--- config.mk ---
export PLATFORM = sky130hd
export DESIGN_NAME = acr_core
export DESIGN_NICKNAME = d
export VERILOG_FILES = /design/src/acr_pkg.sv /design/src/acr_core.sv
export VERILOG_INCLUDE_DIRS = /design/src
export SDC_FILE = /design/constraint.sdc
export NUM_CORES = 1
export LEC_CHECK = 0
export ABC_AREA = 1
export BUFFER_PORTS_ARGS = -buffer_cell sky130_fd_sc_hd__buf_2
export CAP_MARGIN = 20
export CORE_ASPECT_RATIO = 0.7
export CORE_MARGIN = 2
export CORE_UTILIZATION = 54
export DETAILED_ROUTE_END_ITERATION = 7
export GPL_ROUTABILITY_DRIVEN = 0
export PLACE_DENSITY = 0.86
export RECOVER_POWER = 50
export SLEW_MARGIN = 10
export SYNTH_ARGS = -nofsm -noshare
export SYNTH_HDL_FRONTEND = slang
export SYNTH_SLANG_ARGS = --single-unit
export TNS_END_PERCENT = 5
--- constraint.sdc ---
create_clock -name clk -period 2.83 [get_ports clk]
set_input_delay 0.7075 -clock clk [delete_from_list [all_inputs] [get_ports clk]]
set_output_delay 0.7075 -clock clk [all_outputs]
set_load 0.05 [all_outputs]
--- src/acr_defs.svh ---
// Offsets, field positions, reset values and codes of the converter control block
`ifndef ACR_DEFS_SVH
`define ACR_DEFS_SVH
// ==========================================================================
// Register byte offsets on the Avalon-MM slave
`define ACR_OFF_SC1     5'h00
`define ACR_OFF_SC2     5'h04
`define ACR_OFF_RH      5'h08
`define ACR_OFF_RL      5'h0C
`define ACR_OFF_CVH     5'h10
`define ACR_OFF_CVL     5'h14
`define ACR_OFF_CFG     5'h18
// ==========================================================================
// Field positions
`define ACR_SC1_CONVERSION_COMPLETE_FLAG    7
`define ACR_SC1_CONT    5
`define ACR_SC2_ACT     7
`define ACR_SC2_TRG     6
`define ACR_SC2_CFE     5
`define ACR_SC2_CGT     4
// ==========================================================================
// Codes and reset values
`define ACR_MODE_8      2'h0
`define ACR_MODE_12     2'h1
`define ACR_MODE_10     2'h2
`define ACR_CLK_BUS     2'h0
`define ACR_CLK_BUS2    2'h1
`define ACR_CLK_ALT     2'h2
`define ACR_CLK_ASYNC   2'h3
`define ACR_CH_OFF      5'h1F
`define ACR_SC1_RST     8'h1F
`define ACR_SC2_RST     8'h00
`define ACR_CFG_RST     8'h00
`define ACR_CV_RST      8'h00
`endif

--- src/acr_pkg.sv ---
// Types shared by the converter control block
package acr_pkg;
    // ======================================================================
    // Configuration register layout, bit 7 down to bit 0
    typedef struct packed {
        logic       low_power_select;
        logic [1:0] clock_divide_select;
        logic       long_sample_select;
        logic [1:0] conv_width;
        logic [1:0] input_clock_select;
    } acr_cfg_s;

    // Second control register layout, bit 7 down to bit 0
    typedef struct packed {
        logic       conversion_in_progress;
        logic       trigger_select;
        logic       compare_enable;
        logic       compare_greater_equal;
        logic [3:0] reserved;
    } acr_sc2_s;
endpackage : acr_pkg

--- src/acr_core.sv ---
// Register file, trigger, compare and conversion clock logic of the converter
//
// How it works
// RULE1: Active flag set on start, cleared done/abort
// RULE2: Trigger select: register write or hardware input
// RULE3: Compare enable bit gates compare function
// RULE4: Compare direction: less-than or greater-equal
// RULE5: Software writes zero to reserved bits
// RULE6: High byte holds upper bits, rest zero
// RULE7: Results load unless compare fails
// RULE8: Stored compare result is result minus value
// RULE9: High read locks results until low read
// RULE10: No lock in eight-bit mode
// RULE11: Width change invalidates both result bytes
// RULE12: Low byte holds lower eight result bits
// RULE13: Compare high bits used per width
// RULE14: Compare low byte always compared
// RULE15: Low-power bit selects reduced-power setting
// RULE16: Divider field gives ratio 1,2,4,8
// RULE17: Sample bit selects short or long
// RULE18: Width field selects 8, 12, 10 bit
// RULE19: Clock field selects one of four sources
// RULE20: First control write aborts and restarts
// RULE21: Complete flag cleared by write or low read
//
// The implementer's own choices: the Avalon-MM slave port and the placing of the registers.
`timescale 1ns/1ns
`include "acr_defs.svh"
module acr_core
    import acr_pkg::*;
(
    input  wire logic        clk,                  // Bus clock, 25 MHz
    input  wire logic        rst_b,                // Synchronous reset, active low
    input  wire logic [4:0]  address,              // Avalon byte address
    input  wire logic        read,                 // Avalon read request
    input  wire logic        write,                // Avalon write request
    input  wire logic [31:0] writedata,            // Avalon write data
    output logic [31:0]      readdata,             // Avalon read data
    output logic             waitrequest,          // Avalon stall
    input  wire logic        hardware_trigger_in,  // Hardware conversion trigger
    input  wire logic        alternate_clock,      // Alternate source clock level
    input  wire logic        converter_async_clock, // Converter own clock level
    output logic             conv_start,           // One-cycle start to analog core
    output logic             conv_abort,           // One-cycle abort to analog core
    input  wire logic        conv_done,            // One-cycle completion from core
    input  wire logic [11:0] conv_result,          // Raw result, right aligned
    output logic             conversion_clock,     // One-cycle conversion clock tick
    output logic [4:0]       channel_select,       // Selected input channel
    output logic [1:0]       conv_width,           // Width code to core
    output logic             low_power_select,     // Reduced-power setting
    output logic             long_sample_select    // Long sample period
);
    // ======================================================================
    // Registers
    logic [7:0]  sc1_r;
    acr_sc2_s    sc2_r;
    acr_cfg_s    cfg_r;
    logic [7:0]  cvh_r;
    logic [7:0]  cvl_r;
    logic [11:0] result_r;
    logic        conversion_complete_flag_r;
    logic        lock_r;
    logic        ack_r;
    logic [31:0] rdata_r;
    logic        start_r;
    logic        abort_r;
    logic        trg_q_r;
    logic        alt_q_r;
    logic        asy_q_r;
    logic        half_r;
    logic [2:0]  div_cnt_r;
    logic        tick_r;

    // ======================================================================
    // Bus decode: one wait state, access takes effect when ack_r is high
    wire req      = read | write;
    wire acc_wr   = write & ack_r;
    wire acc_rd   = read & ack_r;
    wire wr_sc1   = acc_wr & (address == `ACR_OFF_SC1);
    wire wr_sc2   = acc_wr & (address == `ACR_OFF_SC2);
    wire wr_cvh   = acc_wr & (address == `ACR_OFF_CVH);
    wire wr_cvl   = acc_wr & (address == `ACR_OFF_CVL);
    wire wr_cfg   = acc_wr & (address == `ACR_OFF_CFG);
    wire mode8    = (cfg_r.conv_width == `ACR_MODE_8);
    wire rd_rh    = acc_rd & (address == `ACR_OFF_RH);
    wire rd_rl    = acc_rd & (address == `ACR_OFF_RL);
    wire [7:0] wd = writedata[7:0];
    assign waitrequest = req & ~ack_r;

    // Read mux; unmapped offsets read as zero
    logic [7:0] rd_mux;
    always_comb
    begin
        unique case (address)
            `ACR_OFF_SC1: rd_mux = {conversion_complete_flag_r, sc1_r[6:0]};
            `ACR_OFF_SC2: rd_mux = {sc2_r[7:4], 4'h0};
            `ACR_OFF_RH:  rd_mux = {4'h0, result_r[11:8]};   // RULE6
            `ACR_OFF_RL:  rd_mux = result_r[7:0];            // RULE12
            `ACR_OFF_CVH: rd_mux = cvh_r;
            `ACR_OFF_CVL: rd_mux = cvl_r;
            `ACR_OFF_CFG: rd_mux = cfg_r;
            default:      rd_mux = 8'h00;
        endcase
    end

    // Handshake and read data registers
    always_ff @(posedge clk)
    begin
        if (!rst_b)
        begin
            ack_r   <= 1'b0;
            rdata_r <= 32'h0000_0000;
        end
        else
        begin
            ack_r   <= req & ~ack_r;
            rdata_r <= {24'h00_0000, rd_mux};
        end
    end
    assign readdata = rdata_r;

    // ======================================================================
    // Triggers: the channel all-ones code disables the converter
    wire ch_on    = (sc1_r[4:0] != `ACR_CH_OFF);
    wire wr_ch_on = (wd[4:0] != `ACR_CH_OFF);
    wire hw_rise  = hardware_trigger_in & ~trg_q_r;
    wire sw_go    = wr_sc1 & ~sc2_r.trigger_select & wr_ch_on;       // RULE2 RULE20
    wire hw_go    = ~wr_sc1 & sc2_r.trigger_select & ch_on & hw_rise
                    & ~sc2_r.conversion_in_progress;                 // RULE2
    wire cont_go  = conv_done & sc1_r[`ACR_SC1_CONT] & ch_on & ~wr_sc1;
    wire start    = sw_go | hw_go | cont_go;
    wire abort    = wr_sc1 & sc2_r.conversion_in_progress;           // RULE20

    // ======================================================================
    // Compare value and result alignment per width
    logic [11:0] wmask;
    logic [11:0] cmp_val;
    always_comb
    begin
        unique case (cfg_r.conv_width)
            `ACR_MODE_12: wmask = 12'hFFF;
            `ACR_MODE_10: wmask = 12'h3FF;
            default:      wmask = 12'h0FF;
        endcase
        cmp_val = {cvh_r[3:0], cvl_r} & wmask;                       // RULE13 RULE14
    end
    wire [11:0] res_m    = conv_result & wmask;
    wire        lt       = res_m < cmp_val;
    wire        cmp_true = sc2_r.compare_greater_equal ? ~lt : lt;   // RULE4
    wire        cmp_ok   = ~sc2_r.compare_enable | cmp_true;         // RULE3
    wire [11:0] diff     = (res_m - cmp_val) & wmask;                // RULE8
    wire        blocked  = lock_r & ~rd_rl;
    wire        load     = conv_done & sc2_r.conversion_in_progress & ~wr_sc1
                           & cmp_ok & ~blocked;                      // RULE7 RULE9
    wire        mode_chg = wr_cfg & (wd[3:2] != cfg_r.conv_width);

    // ======================================================================
    // Software registers; reserved second-control bits are not stored
    always_ff @(posedge clk)
    begin
        if (!rst_b)
        begin
            sc1_r <= `ACR_SC1_RST;
            sc2_r <= `ACR_SC2_RST;
            cfg_r <= `ACR_CFG_RST;
            cvh_r <= `ACR_CV_RST;
            cvl_r <= `ACR_CV_RST;
        end
        else
        begin
            if (wr_sc1)
                sc1_r <= wd;
            if (wr_sc2)
                sc2_r[6:4] <= wd[6:4];                               // RULE5
            if (start)
                sc2_r.conversion_in_progress <= 1'b1;                // RULE1
            else if (abort | conv_done)
                sc2_r.conversion_in_progress <= 1'b0;                // RULE1
            if (wr_cfg)
                cfg_r <= wd;                                         // RULE18
            if (wr_cvh)
                cvh_r <= wd;
            if (wr_cvl)
                cvl_r <= wd;
        end
    end

    // Result, complete flag and interlock; a new result beats a flag clear, a width change beats a new result
    always_ff @(posedge clk)
    begin
        if (!rst_b)
        begin
            result_r <= 12'h000;
            conversion_complete_flag_r   <= 1'b0;
            lock_r   <= 1'b0;
        end
        else
        begin
            if (mode_chg)
                result_r <= 12'h000;                                 // RULE11
            else if (load)
                result_r <= sc2_r.compare_enable ? diff : res_m;     // RULE6 RULE8
            if (load)
                conversion_complete_flag_r <= 1'b1;
            else if (wr_sc1 | rd_rl)
                conversion_complete_flag_r <= 1'b0;                                      // RULE21
            if (rd_rl | mode_chg)
                lock_r <= 1'b0;
            else if (rd_rh & ~mode8)
                lock_r <= 1'b1;                                      // RULE9 RULE10
        end
    end

    // ======================================================================
    // Conversion clock: source select then divide, issued as a tick
    logic src_tick;
    always_comb
    begin
        unique case (cfg_r.input_clock_select)                       // RULE19
            `ACR_CLK_BUS:   src_tick = 1'b1;
            `ACR_CLK_BUS2:  src_tick = half_r;
            `ACR_CLK_ALT:   src_tick = alternate_clock & ~alt_q_r;
            default:        src_tick = converter_async_clock & ~asy_q_r;
        endcase
    end
    // Ratio minus one is 0, 1, 3 or 7
    wire [2:0] div_top = 3'((4'h1 << cfg_r.clock_divide_select) - 4'h1);
    wire       div_end = src_tick & (div_cnt_r >= div_top);

    // Edge history, divider and pulses to the analog core
    always_ff @(posedge clk)
    begin
        if (!rst_b)
        begin
            trg_q_r   <= 1'b0;
            alt_q_r   <= 1'b0;
            asy_q_r   <= 1'b0;
            half_r    <= 1'b0;
            div_cnt_r <= 3'h0;
            tick_r    <= 1'b0;
            start_r   <= 1'b0;
            abort_r   <= 1'b0;
        end
        else
        begin
            trg_q_r <= hardware_trigger_in;
            alt_q_r <= alternate_clock;
            asy_q_r <= converter_async_clock;
            half_r  <= ~half_r;
            if (div_end)
                div_cnt_r <= 3'h0;                                   // RULE16
            else if (src_tick)
                div_cnt_r <= div_cnt_r + 3'h1;
            tick_r  <= div_end;
            start_r <= start;
            abort_r <= abort;
        end
    end

    // Core-facing levels come straight from the registers
    assign conversion_clock   = tick_r;
    assign conv_start         = start_r;
    assign conv_abort         = abort_r;
    assign channel_select     = sc1_r[4:0];
    assign conv_width         = cfg_r.conv_width;                    // RULE18
    assign low_power_select   = cfg_r.low_power_select;              // RULE15
    assign long_sample_select = cfg_r.long_sample_select;            // RULE17
endmodule : acr_core

==> impl_results.md, run 1 <==
* Status: finished clean
* Synthesis Warnings at 0
* Number of port buffers at 53
* Yosys cell types at 43
* Yosys top cell area share at 33.6%
* Die Y at 76.5 um
* Clock buffer depth at 2
* Die area at 0.00823 mm^2
* Worst Clk Skew at 8.75 ps
* Critical Path RT at 3080 ps
* Max frequency at 378 MHz
* Tightest Pin Transition at 1320 ps
* Placed inst area at 0.00426 mm^2
* RSZ-0062 raised after global routing: no
* Post-synth top cells: nand2_1, inv_1, nor2_1
* Sum Neg Setup Slack at 0 ps
* Fill cell count at 660
* Total Routing Usage GR at 27.1%
* CP Max Fanout at 12
* Starting density of the core at 55.6%
* Leakage at 2.17 nW
* Post-synth EDFFs at 0
* Peak VDD IR at 0.321 mV
* CP Cell Sequence: inv_1 > ha_1 > nand2_1 > inv_1 > ha_1 > nand2_1 > nor2_1 > and2_1 > nand2_1 > nand3_1 > nand2_1 > nand3_2 > buf_4 > nand3_1 > nand2_1 > nor2_1
* Avg WL per Cell at 14.6 um
* Slew Viols, Final at 0
* CTS tree: done
* # IOs at 102
* Synthesis-stage register bit count at 68
* Multi-input gate area at 0.00212 mm^2
* Remaining Overflow, GRT at 0
* Pwr Density at 475 mW/mm^2
* Most used cell, CP: nand2_1
* CTS root buffer: clkbuf_8
* Chip width at 108 um
* Clk sinks at 68
* Post-layout min period at 2650 ps
* Synth Instances at 608
* Yosys top cell by area: dfxtp_1
* Critical Path End Type: register
* Initial antenna violation count at 0
* Mapped Area at 0.00405 mm^2
* Fraction of layout cells with a size suffix above 1 at 10.2%
* # setup viols final at 0
* Global-route wire length before repair at 17.7 mm
* Slowest stage cell, crit path: ha_1
* Drt pass-1 iters at 6
* Register cell area after layout at 0.00136 mm^2
* Resized cells post-CTS at 0
* CTS buffer count at 9
* Final Cell Area at 0.00444 mm^2
* DRC Markers at 0
* CP arrival at 2900 ps
* Via count at 4143
* Clock-pin slew on the worst setup and hold paths at 80 ps
* Final nets at 731
* Clk Latency, worst-skew pair at 360 ps
* Dpl ws at 131 ps
* Core ar. at 0.00729 mm^2
* Final Util at 61.0%
* Buf/Inv on CP at 3
* Sequential share of the synthesized area at 33.6%
* HPWL after DPL at 8.48 mm
* Hold-fix buffer count after cts at 0
* Reg power frac at 46.0%
* Largest net degree at the start of global routing at 36
* Crit-path leading delay family: simple AND/OR/NAND/NOR gates
* CP Launch Type: register
* Count of final hold-check violations at 0
* Crit Path Class: reg2reg
* Antenna cells at 0
* Max_slew headroom at 11.9%
* Net Sw Power at 587 uW
* Leading post-synthesis cells by cell area: dfxtp_1, nand2_1, inv_1
* Number of global-route vias before repair at 3704
* Initial drt markers at 436
* Detailed Route WL at 11.1 mm
* Maxcap violations at 0
* Async SR Flop Fraction at 0%
* Std-Cell Rows at 26
* Internal Pwr Total at 1.52 mW
* Hold Path Class: reg2reg
* CP max stage delay at 400 ps
* Post-CTS setup buffers at 0
* Final WS setup at 185 ps
* WHS at 416 ps
* Clock power share at 41.5%
* Most frequent cell after synthesis: nand2_1
* Final Cycle Share at 93.5%
* Final ANT Viol Nets at 0
* H-tree Lvls at 3
* Sw frac at 27.8%
* Comb pwr share at 12.5%
* DR vias/cell at 5.47
* Layout area overhead at 9.60%
* Avg Inst Size Synth at 6.67 um^2
* Synth Flop Type: dfxtp_1
path summary, 6_finish.rpt:
check / from / to / slack (ps) / cells after the start
min: half_r / half_r / 420 / 1
max reg2reg: conv_width[0] / result_r[1] / 180 / 16
min reg2reg: half_r / half_r / 420 / 1
max: conv_width[0] / result_r[1] / 180 / 16
kinds of logic (layout without fill, tap and decap cells):
logic type / after synthesis / in the layout / share of synthesized area, %
AOI/OAI and AO/OA: 119 / 119 / 15.7
xor gates and xnor gates: 4 / 4 / 0.864
adders and majority gates: 19 / 19 / 6.05
buffers and inverters: 136 / 165 / 16.0
DFF: 68 / 68 / 33.6
muxes: 1 / 1 / 0.247
other: 1 / 24 / 0.0925
and+or+nand+nor: 260 / 260 / 27.5
cell usage in the layout (no fill, tap or decap), types with 2 or more instances in the layout:
cell type / n
buf_4: 4
inv_1: 88
a21oi_1: 52
nand2_2: 2
o21bai_1: 2
o21ai_0: 47
bufinv_16: 2
nand3_1: 31
nor3_1: 6
o22ai_1: 8
xnor2_1: 4
clkinvlp_4: 2
a21oi_2: 2
nand4_1: 8
buf_2: 35
conb_1: 24
nor2_1: 73
or2_2: 2
clkbuf_8: 9
clkbuf_1: 21
ha_1: 18
dfxtp_1: 67
nand2_1: 128
sequential cells by signal (all words and copies together), names as in the netlist, 2 cells and up:
register / cells
div_cnt_r: 3
cfg_r: 4
sc2_r: 4
sc1_r: 7
cvl_r: 8
readdata: 8
result_r: 12
conv_width: 2
cvh_r: 8
per-layer routing:
metal	part of all wire, %	up-vias	GRT usage [%]	wire, um
met2	41	256	38.5	4590
li1	-	1991	-	-
met3	13	41	9.07	1390
met4	2.7	0	10.0	302
met5	0	-	0	0
met1	43	1855	38.0	4810
metrics by stage:
stage          power (mW)  instances
3_3_place_gp         1.24        742
6_report             2.11        758
3_5_place_dp         1.25        742
4_1_cts              2.11        758
2_1_floorplan        1.21        631
5_1_grt              2.17        758
power groups by stage:
stage / Combinational, mW / Clock (mW) / Sequential (mW)
2_1_floorplan: 0.211 / 0 / 0.997
3_3_place_gp: 0.252 / 0 / 0.992
3_5_place_dp: 0.258 / 0 / 0.993
4_1_cts: 0.260 / 0.875 / 0.971
5_1_grt: 0.284 / 0.915 / 0.971
6_report: 0.263 / 0.876 / 0.971
final cells by class:
cell class,instances,area share [%]
multi-input combinational,427,47.8
sequential,68,30.7
inverter,90,7.60
timing repair buffer,59,6.31
clock inverter,6,2.00
tap,98,2.76
clock buffer,10,2.87
No activity file was read; power rests on OpenSTA's default activity.
==> inputs of run 2 (changes only) <==
--- a/config.mk
+++ b/config.mk
@@ -14,7 +14,7 @@
 export CORE_UTILIZATION = 54
 export DETAILED_ROUTE_END_ITERATION = 7
 export GPL_ROUTABILITY_DRIVEN = 0
-export PLACE_DENSITY = 0.86
+export PLACE_DENSITY = 0.81
 export RECOVER_POWER = 50
 export SLEW_MARGIN = 10
 export SYNTH_ARGS = -nofsm -noshare
==> impl_results.md, run 2 (synthesis results as in run 1) <==
* Status: finished clean
* Final Cell Area at 0.00440 mm^2 (-0.93%)
* Die Y at 76.5 um (unchanged)
* Total Routing Usage GR at 27.0% (-0.12 points)
* Maxcap violations at 0 (unchanged)
* Final nets at 732 (+0.14%)
* HPWL after DPL at 8.39 mm (-1.1%)
* Met3 wire len at 1.34 mm (-3.7%)
* Peak VDD IR at 0.287 mV (-10%)
* Placed inst area at 0.00427 mm^2 (+0.18%)
* Number of port buffers at 53 (unchanged)
* CP arrival at 2830 ps (-70 ps)
* Clk sinks at 68 (unchanged)
* Final Cycle Share at 91.4% (-2.1 points)
* RSZ-0062 raised after global routing: no
* Avg WL per Cell at 14.3 um (-2.5%)
* Initial antenna violation count at 0 (unchanged)
* Metal2 WL at 4.45 mm (-3.1%)
* Largest register by flop count: result_r
* Antenna cells at 0 (unchanged)
* H-tree Lvls at 3 (unchanged)
* CTS tree: done
* Clock-pin slew on the worst setup and hold paths at 70 ps (about the same)
* Remaining Overflow, GRT at 0 (unchanged)
* Detailed Route WL at 10.8 mm (-2.7%)
* Via count at 4037 (-2.6%)
* Critical Path End Type: register
* # IOs at 102 (unchanged)
* Chip width at 108 um (unchanged)
* Fraction of layout cells with a size suffix above 1 at 10.0% (-0.14 points)
* Number of global-route vias before repair at 3611 (-2.5%)
* Slew Viols, Final at 0 (unchanged)
* Count of final hold-check violations at 0 (unchanged)
* DRC Markers at 0 (unchanged)
* Critical Path RT at 3070 ps (about the same)
* Layout area overhead at 8.58%
* Pwr Density at 448 mW/mm^2 (-5.6%)
* Hold Path Class: reg2reg
* CTS root buffer: clkbuf_8
* CP Max Fanout at 12 (unchanged)
* Core ar. at 0.00729 mm^2 (unchanged)
* Sum Neg Setup Slack at 0 ps (unchanged)
* Clock buffer depth at 2 (unchanged)
* Commonest cells after routing, fill and taps aside: nand2_1, inv_1, nor2_1
* DR vias/cell at 5.33 (-2.4%)
* Post-layout min period at 2590 ps (-59.8 ps)
* Leakage at 2.17 nW (-0.26%)
* Max reg flops at 12 (unchanged)
* CTS buffer count at 9 (unchanged)
* Max_slew headroom at 10.6% (-1.2 points)
* Global-route wire length before repair at 17.4 mm (-1.8%)
* Tightest Pin Transition at 1340 ps (+18.7 ps)
* Final Power at 1.97 mW (-6.5%)
* Post-CTS setup buffers at 0 (unchanged)
* Drt pass-1 iters at 5 (-1)
* Wl on met1 at 4.86 mm (+1.1%)
* Max frequency at 387 MHz (+2.3%)
* Clk Latency, worst-skew pair at 350 ps (about the same)
* Die area at 0.00823 mm^2 (unchanged)
* Final ANT Viol Nets at 0 (unchanged)
* Std-Cell Rows at 26 (unchanged)
* CP Launch Type: register
* # setup viols final at 0 (unchanged)
* Starting density of the core at 55.6% (unchanged)
* Crit Path Class: reg2reg
* Highest Signal Layer: met4
* Fill cell count at 698 (+5.8%)
* Worst Clk Skew at 7.24 ps (-1.51 ps)
* Most common cell after layout, fill and taps aside: nand2_1
* Initial drt markers at 427 (-2.1%)
* Largest net degree at the start of global routing at 36 (unchanged)
==> run 2: cell types whose count changed in the layout (fill, tap and decap cells not counted) <==
cell / change
buf_2: +2
clkinv_4: -1
nor3_2: -1
clkinvlp_4: -2
ha_2: +1
ha_1: -1
clkinv_2: +1
bufinv_16: -1
nor3_1: +1
==> run 2: timing repair <==
action / CTS / global route
resized for setup: 0 / 4
hold buffers: 0 / 0
setup endpoints to repair: 0 / 12
==> run 2: report_power, final <==
part / switching (mW) / internal, mW
Sequential: 0.00575 / 0.966
Clock: 0.345 / 0.395
Combinational: 0.199 / 0.0618
==> run 2: per-layer routing <==
layer	track usage, %	vias up
li1	-	1993
met1	38.9	1807
met2	39.1	216
met3	8.90	21
met4	6.15	0
met5	0	-
==> run 2: final timing paths <==
| kind | start | endpoint | slack [ps] | cells past startpoint |
|---|---|---|---|---|
| worst min-delay path | half_r | half_r | 420 | 1 |
| worst min register to register | half_r | half_r | 420 | 1 |
| worst max register to register | conv_width[0] | result_r[1] | 240 | 14 |
| worst max-delay path | conv_width[0] | result_r[1] | 240 | 14 |
==> run 2: worst max-delay path, cell delays in order, from the launching register on <==
cell and delay [ps]:
dfxtp_1 390, inv_1 140, ha_2 350, nand2_1 70, inv_1 70, ha_1 360
nand2_1 120, nor2_1 140, and2_1 140, nand2_1 60, nand4_1 80, nand3_2 110
buf_4 220, a21oi_1 160, nor2_1 70
==> run 2: area by class of cell <==
class                           instances  area, um^2  area share, %
Sequential cell                        68        1360           31.0
Multi-Input combinational cell        427        2120           48.2
Clock buffer                           11         131           2.98
Tap cell                               98         123           2.79
Inverter                               90         338           7.67
Timing Repair Buffer                   60         287           6.51
Clock inverter                          3        40.0          0.910
==> run 2: through the flow <==
stage,worst slack (ps),instances,utilization [%],hold WS [ps]
global route,34.3,757,60.4,436
global placement,233,743,58.6,397
detailed placement,185,743,58.6,406
floorplan,481,631,-,387
finish,245,757,60.4,415
CTS,211,757,61.0,416
==> inputs of run 3 (changes only) <==
--- a/config.mk
+++ b/config.mk
@@ -6,12 +6,13 @@
 export SDC_FILE = /design/constraint.sdc
 export NUM_CORES = 1
 export LEC_CHECK = 0
-export ABC_AREA = 1
 export BUFFER_PORTS_ARGS = -buffer_cell sky130_fd_sc_hd__buf_2
 export CAP_MARGIN = 20
+export CELL_PAD_IN_SITES_DETAIL_PLACEMENT = 0
+export CELL_PAD_IN_SITES_GLOBAL_PLACEMENT = 1
 export CORE_ASPECT_RATIO = 0.7
 export CORE_MARGIN = 2
-export CORE_UTILIZATION = 54
+export CORE_UTILIZATION = 40
 export DETAILED_ROUTE_END_ITERATION = 7
 export GPL_ROUTABILITY_DRIVEN = 0
 export PLACE_DENSITY = 0.81
==> impl_results.md, run 3 <==
* Slew Viols, Final at 0 (unchanged)
* Die area at 0.0108 mm^2 (+31%)
* Placed inst area at 0.00437 mm^2 (+2.3%)
* Sequential share of the synthesized area at 34.3% (+0.71 points)
* H-tree Lvls at 3 (unchanged)
* Synth Flop Type: dfxtp_1
* Final Cell Area at 0.00468 mm^2 (+6.3%)
* Chip width at 123 um (+14%)
* Yosys top cell by area: dfxtp_1
* Count of final hold-check violations at 0 (unchanged)
* Max_slew headroom at 20.9% (+10 points)
* Dpl cells at 621 (-16%)
* Critical Path RT at 3050 ps (-20 ps)
* Initial drt markers at 267 (-37%)
* Hold Path Class: reg2reg
* Yosys cell types at 56 (+30%)
* CTS root buffer: clkbuf_16
* Leakage at 1.71 nW (-21%)
* Clock buffer depth at 2 (unchanged)
* R2R Path End: conversion_complete_flag_r
* Std-Cell Rows at 30 (+15%)
* Post-CTS setup buffers at 0 (unchanged)
* CTS buffer count at 9 (unchanged)
* Mapped Area at 0.00397 mm^2 (-2.1%)
* Slowest stage cell, crit path: dfxtp_1
* CP Launch Type: register
* Clk sinks at 68 (unchanged)
* Number of port buffers at 53 (unchanged)
* # setup viols final at 0 (unchanged)
* Max reg flops at 12 (unchanged)
* Critical Path Start: conv_width[0]
* Synthesis-stage register bit count at 68 (unchanged)
* Total Routing Usage GR at 20.4% (-6.6 points)
* Final nets at 580 (-21%)
* Async SR Flop Fraction at 0% (unchanged)
* CP max stage delay at 350 ps (-40 ps)
* Leading post-synthesis cells by cell area: dfxtp_1, mux2i_1, buf_4
* Core ar. at 0.00968 mm^2 (+33%)
* CTS tree: done
* Initial antenna violation count at 0 (unchanged)
* Starting density of the core at 41.0% (-15 points)
* Avg WL per Cell at 16.1 um (+13%)
* Peak VDD IR at 0.291 mV (+1.1%)
* Hold-fix buffer count after cts at 0 (unchanged)
* Antenna cells at 0 (unchanged)
* Tightest Pin Transition at 1190 ps (-153 ps)
* Global-route wire length before repair at 16.4 mm (-5.5%)
* Worst setup endpoint: conversion_complete_flag_r
* Via count at 3300 (-18%)
* CP Cell Sequence: inv_1 > ha_1 > and2_1 > ha_1 > a21oi_1 > o21ai_2 > o311ai_2 > nor3_2 > buf_12 > buf_4 > a31oi_1 > nor2b_1
* Crit Path Class: reg2reg
* Number of global-route vias before repair at 3076 (-15%)
* Critical Path End Type: register
* Fraction of layout cells with a size suffix above 1 at 19.4% (+9.4 points)
* CP Max Fanout at 21 (+9)
* Worst r2r src: conv_width[0]
* CP arrival at 2870 ps (+40 ps)
* # IOs at 102 (unchanged)
* Drt pass-1 iters at 5 (unchanged)
* Layout area overhead at 17.9%
* Most frequent cell after synthesis: dfxtp_1
* Largest net degree at the start of global routing at 36 (unchanged)
* Final Cycle Share at 93.7% (+2.3 points)
* RSZ-0062 raised after global routing: no
* Synthesis Warnings at 0 (unchanged)
* Yosys top cell area share at 34.3% (+0.71 points)
* Pwr Density at 517 mW/mm^2 (+15%)
* R2R depth at 12 (-2)
* Avg Inst Size Synth at 9.08 um^2 (+36%)
* Clock-pin slew on the worst setup and hold paths at 60 ps (about the same)
* Detailed Route WL at 10.3 mm (-4.9%)
* Synth Instances at 437 (-28%)
* Maxcap violations at 0 (unchanged)
* FF-to-FF setup slack at 180 ps (-70 ps)
* Dpl ws at -241 ps (-426 ps)
* Commonest cells after routing, fill and taps aside: dfxtp_1, nand2_1, mux2i_1, nor2b_1, buf_2
* HPWL after DPL at 7.96 mm (-5.0%)
* DRC Markers at 0 (unchanged)
* Resized cells post-CTS at 0 (unchanged)
* Post-synth top cells: dfxtp_1, nand2_1, buf_4
* Remaining Overflow, GRT at 0 (unchanged)
* Post-layout min period at 2650 ps (+65.8 ps)
* Clk Latency, worst-skew pair at 330 ps (-20 ps)
* Post-synth EDFFs at 0 (unchanged)
* Largest register by flop count: result_r
* Worst Clk Skew at 5.04 ps (-2.20 ps)
* Sum Neg Setup Slack at 0 ps (unchanged)
* Die Y at 87.4 um (+14%)
* Most common cell after layout, fill and taps aside: dfxtp_1
* Most used cell, CP: ha_1
* Max frequency at 377 MHz (-2.5%)
* Final ANT Viol Nets at 0 (unchanged)
* Final WS setup at 179 ps (-65.8 ps)
* DR vias/cell at 5.18 (-2.9%)
* Status: finished clean
* Final non-filler cell total at 637 (-16%)
run 3: cell count changes in the layout (fill, tap and decap cells not counted), sizes merged, moves of 11 or more:
cell / before / now
nand2: 131 / 38
inv: 89 / 16
nor2: 74 / 29
a21oi: 54 / 10
o21ai: 48 / 5
nor2b: 0 / 34
mux2i: 1 / 34
a22oi: 0 / 25
nand3: 32 / 13
buf: 41 / 56
a31oi: 1 / 15
and2: 1 / 12
run 3: worst min path at each step:
stage           start  slack [ps]  endpoint  depth (start not counted)
2_1_floorplan  half_r         390    half_r                          1
3_3_place_gp   half_r         400    half_r                          1
3_5_place_dp   half_r         400    half_r                          1
4_1_cts        half_r         410    half_r                          1
5_1_grt        half_r         450    half_r                          1
6_report       half_r         410    half_r                          1
run 3: report_power, final:
part           switching (mW)  internal [mW]  leakage (nW)
combinational           0.178         0.0723          1.01
clock                   0.423          0.776         0.156
sequential            0.00449          0.965         0.550
run 3: area by class of cell:
| type | count | area (um^2) |
|---|---|---|
| clock buffer | 9 | 225 |
| clock inverter | 7 | 98.8 |
| fill | 968 | 5000 |
| inverter | 14 | 52.6 |
| multi-input combinational | 331 | 2340 |
| sequential | 68 | 1360 |
| tap | 128 | 160 |
| timing repair buffer | 80 | 443 |
run 3: routing by layer:
layer	global-route usage [%]	vias up	routed length [um]
li1	-	1616	-
met1	31.6	1553	5280
met2	27.6	121	4080
met3	4.45	10	794
met4	5.89	0	118
met5	0	-	0
run 3: logic make-up after synthesis:
| kind of cell | Yosys count | share of synthesized area [%] |
|---|---|---|
| and+or+nand+nor | 154 | 21.5 |
| AOI/OAI and AO/OA | 86 | 16.7 |
| DFF | 68 | 34.3 |
| buffers and inverters | 61 | 9.52 |
| muxes | 36 | 9.14 |
| adders and majority gates | 19 | 6.18 |
| xor gates and xnor gates | 12 | 2.65 |
| other | 1 | 0.0945 |
run 3: critical path, delay by kind of cell, from the launching register on:
kind | cells | cell delay (ps)
DFF | 1 | 350
buffers and inverters | 3 | 340
and+or+nand+nor | 3 | 340
AOI/OAI and AO/OA | 4 | 820
adders and majority gates | 2 | 680
run 3: per-stage QoR:
step | power, mW | util [%] | hold slack, ps
2_1_floorplan | 1.20 | - | 386
3_3_place_gp | 1.23 | 45.1 | 396
3_5_place_dp | 1.24 | 45.1 | 400
4_1_cts | 2.43 | 48.5 | 409
5_1_grt | 2.51 | 48.3 | 447
6_report | 2.42 | 48.3 | 408
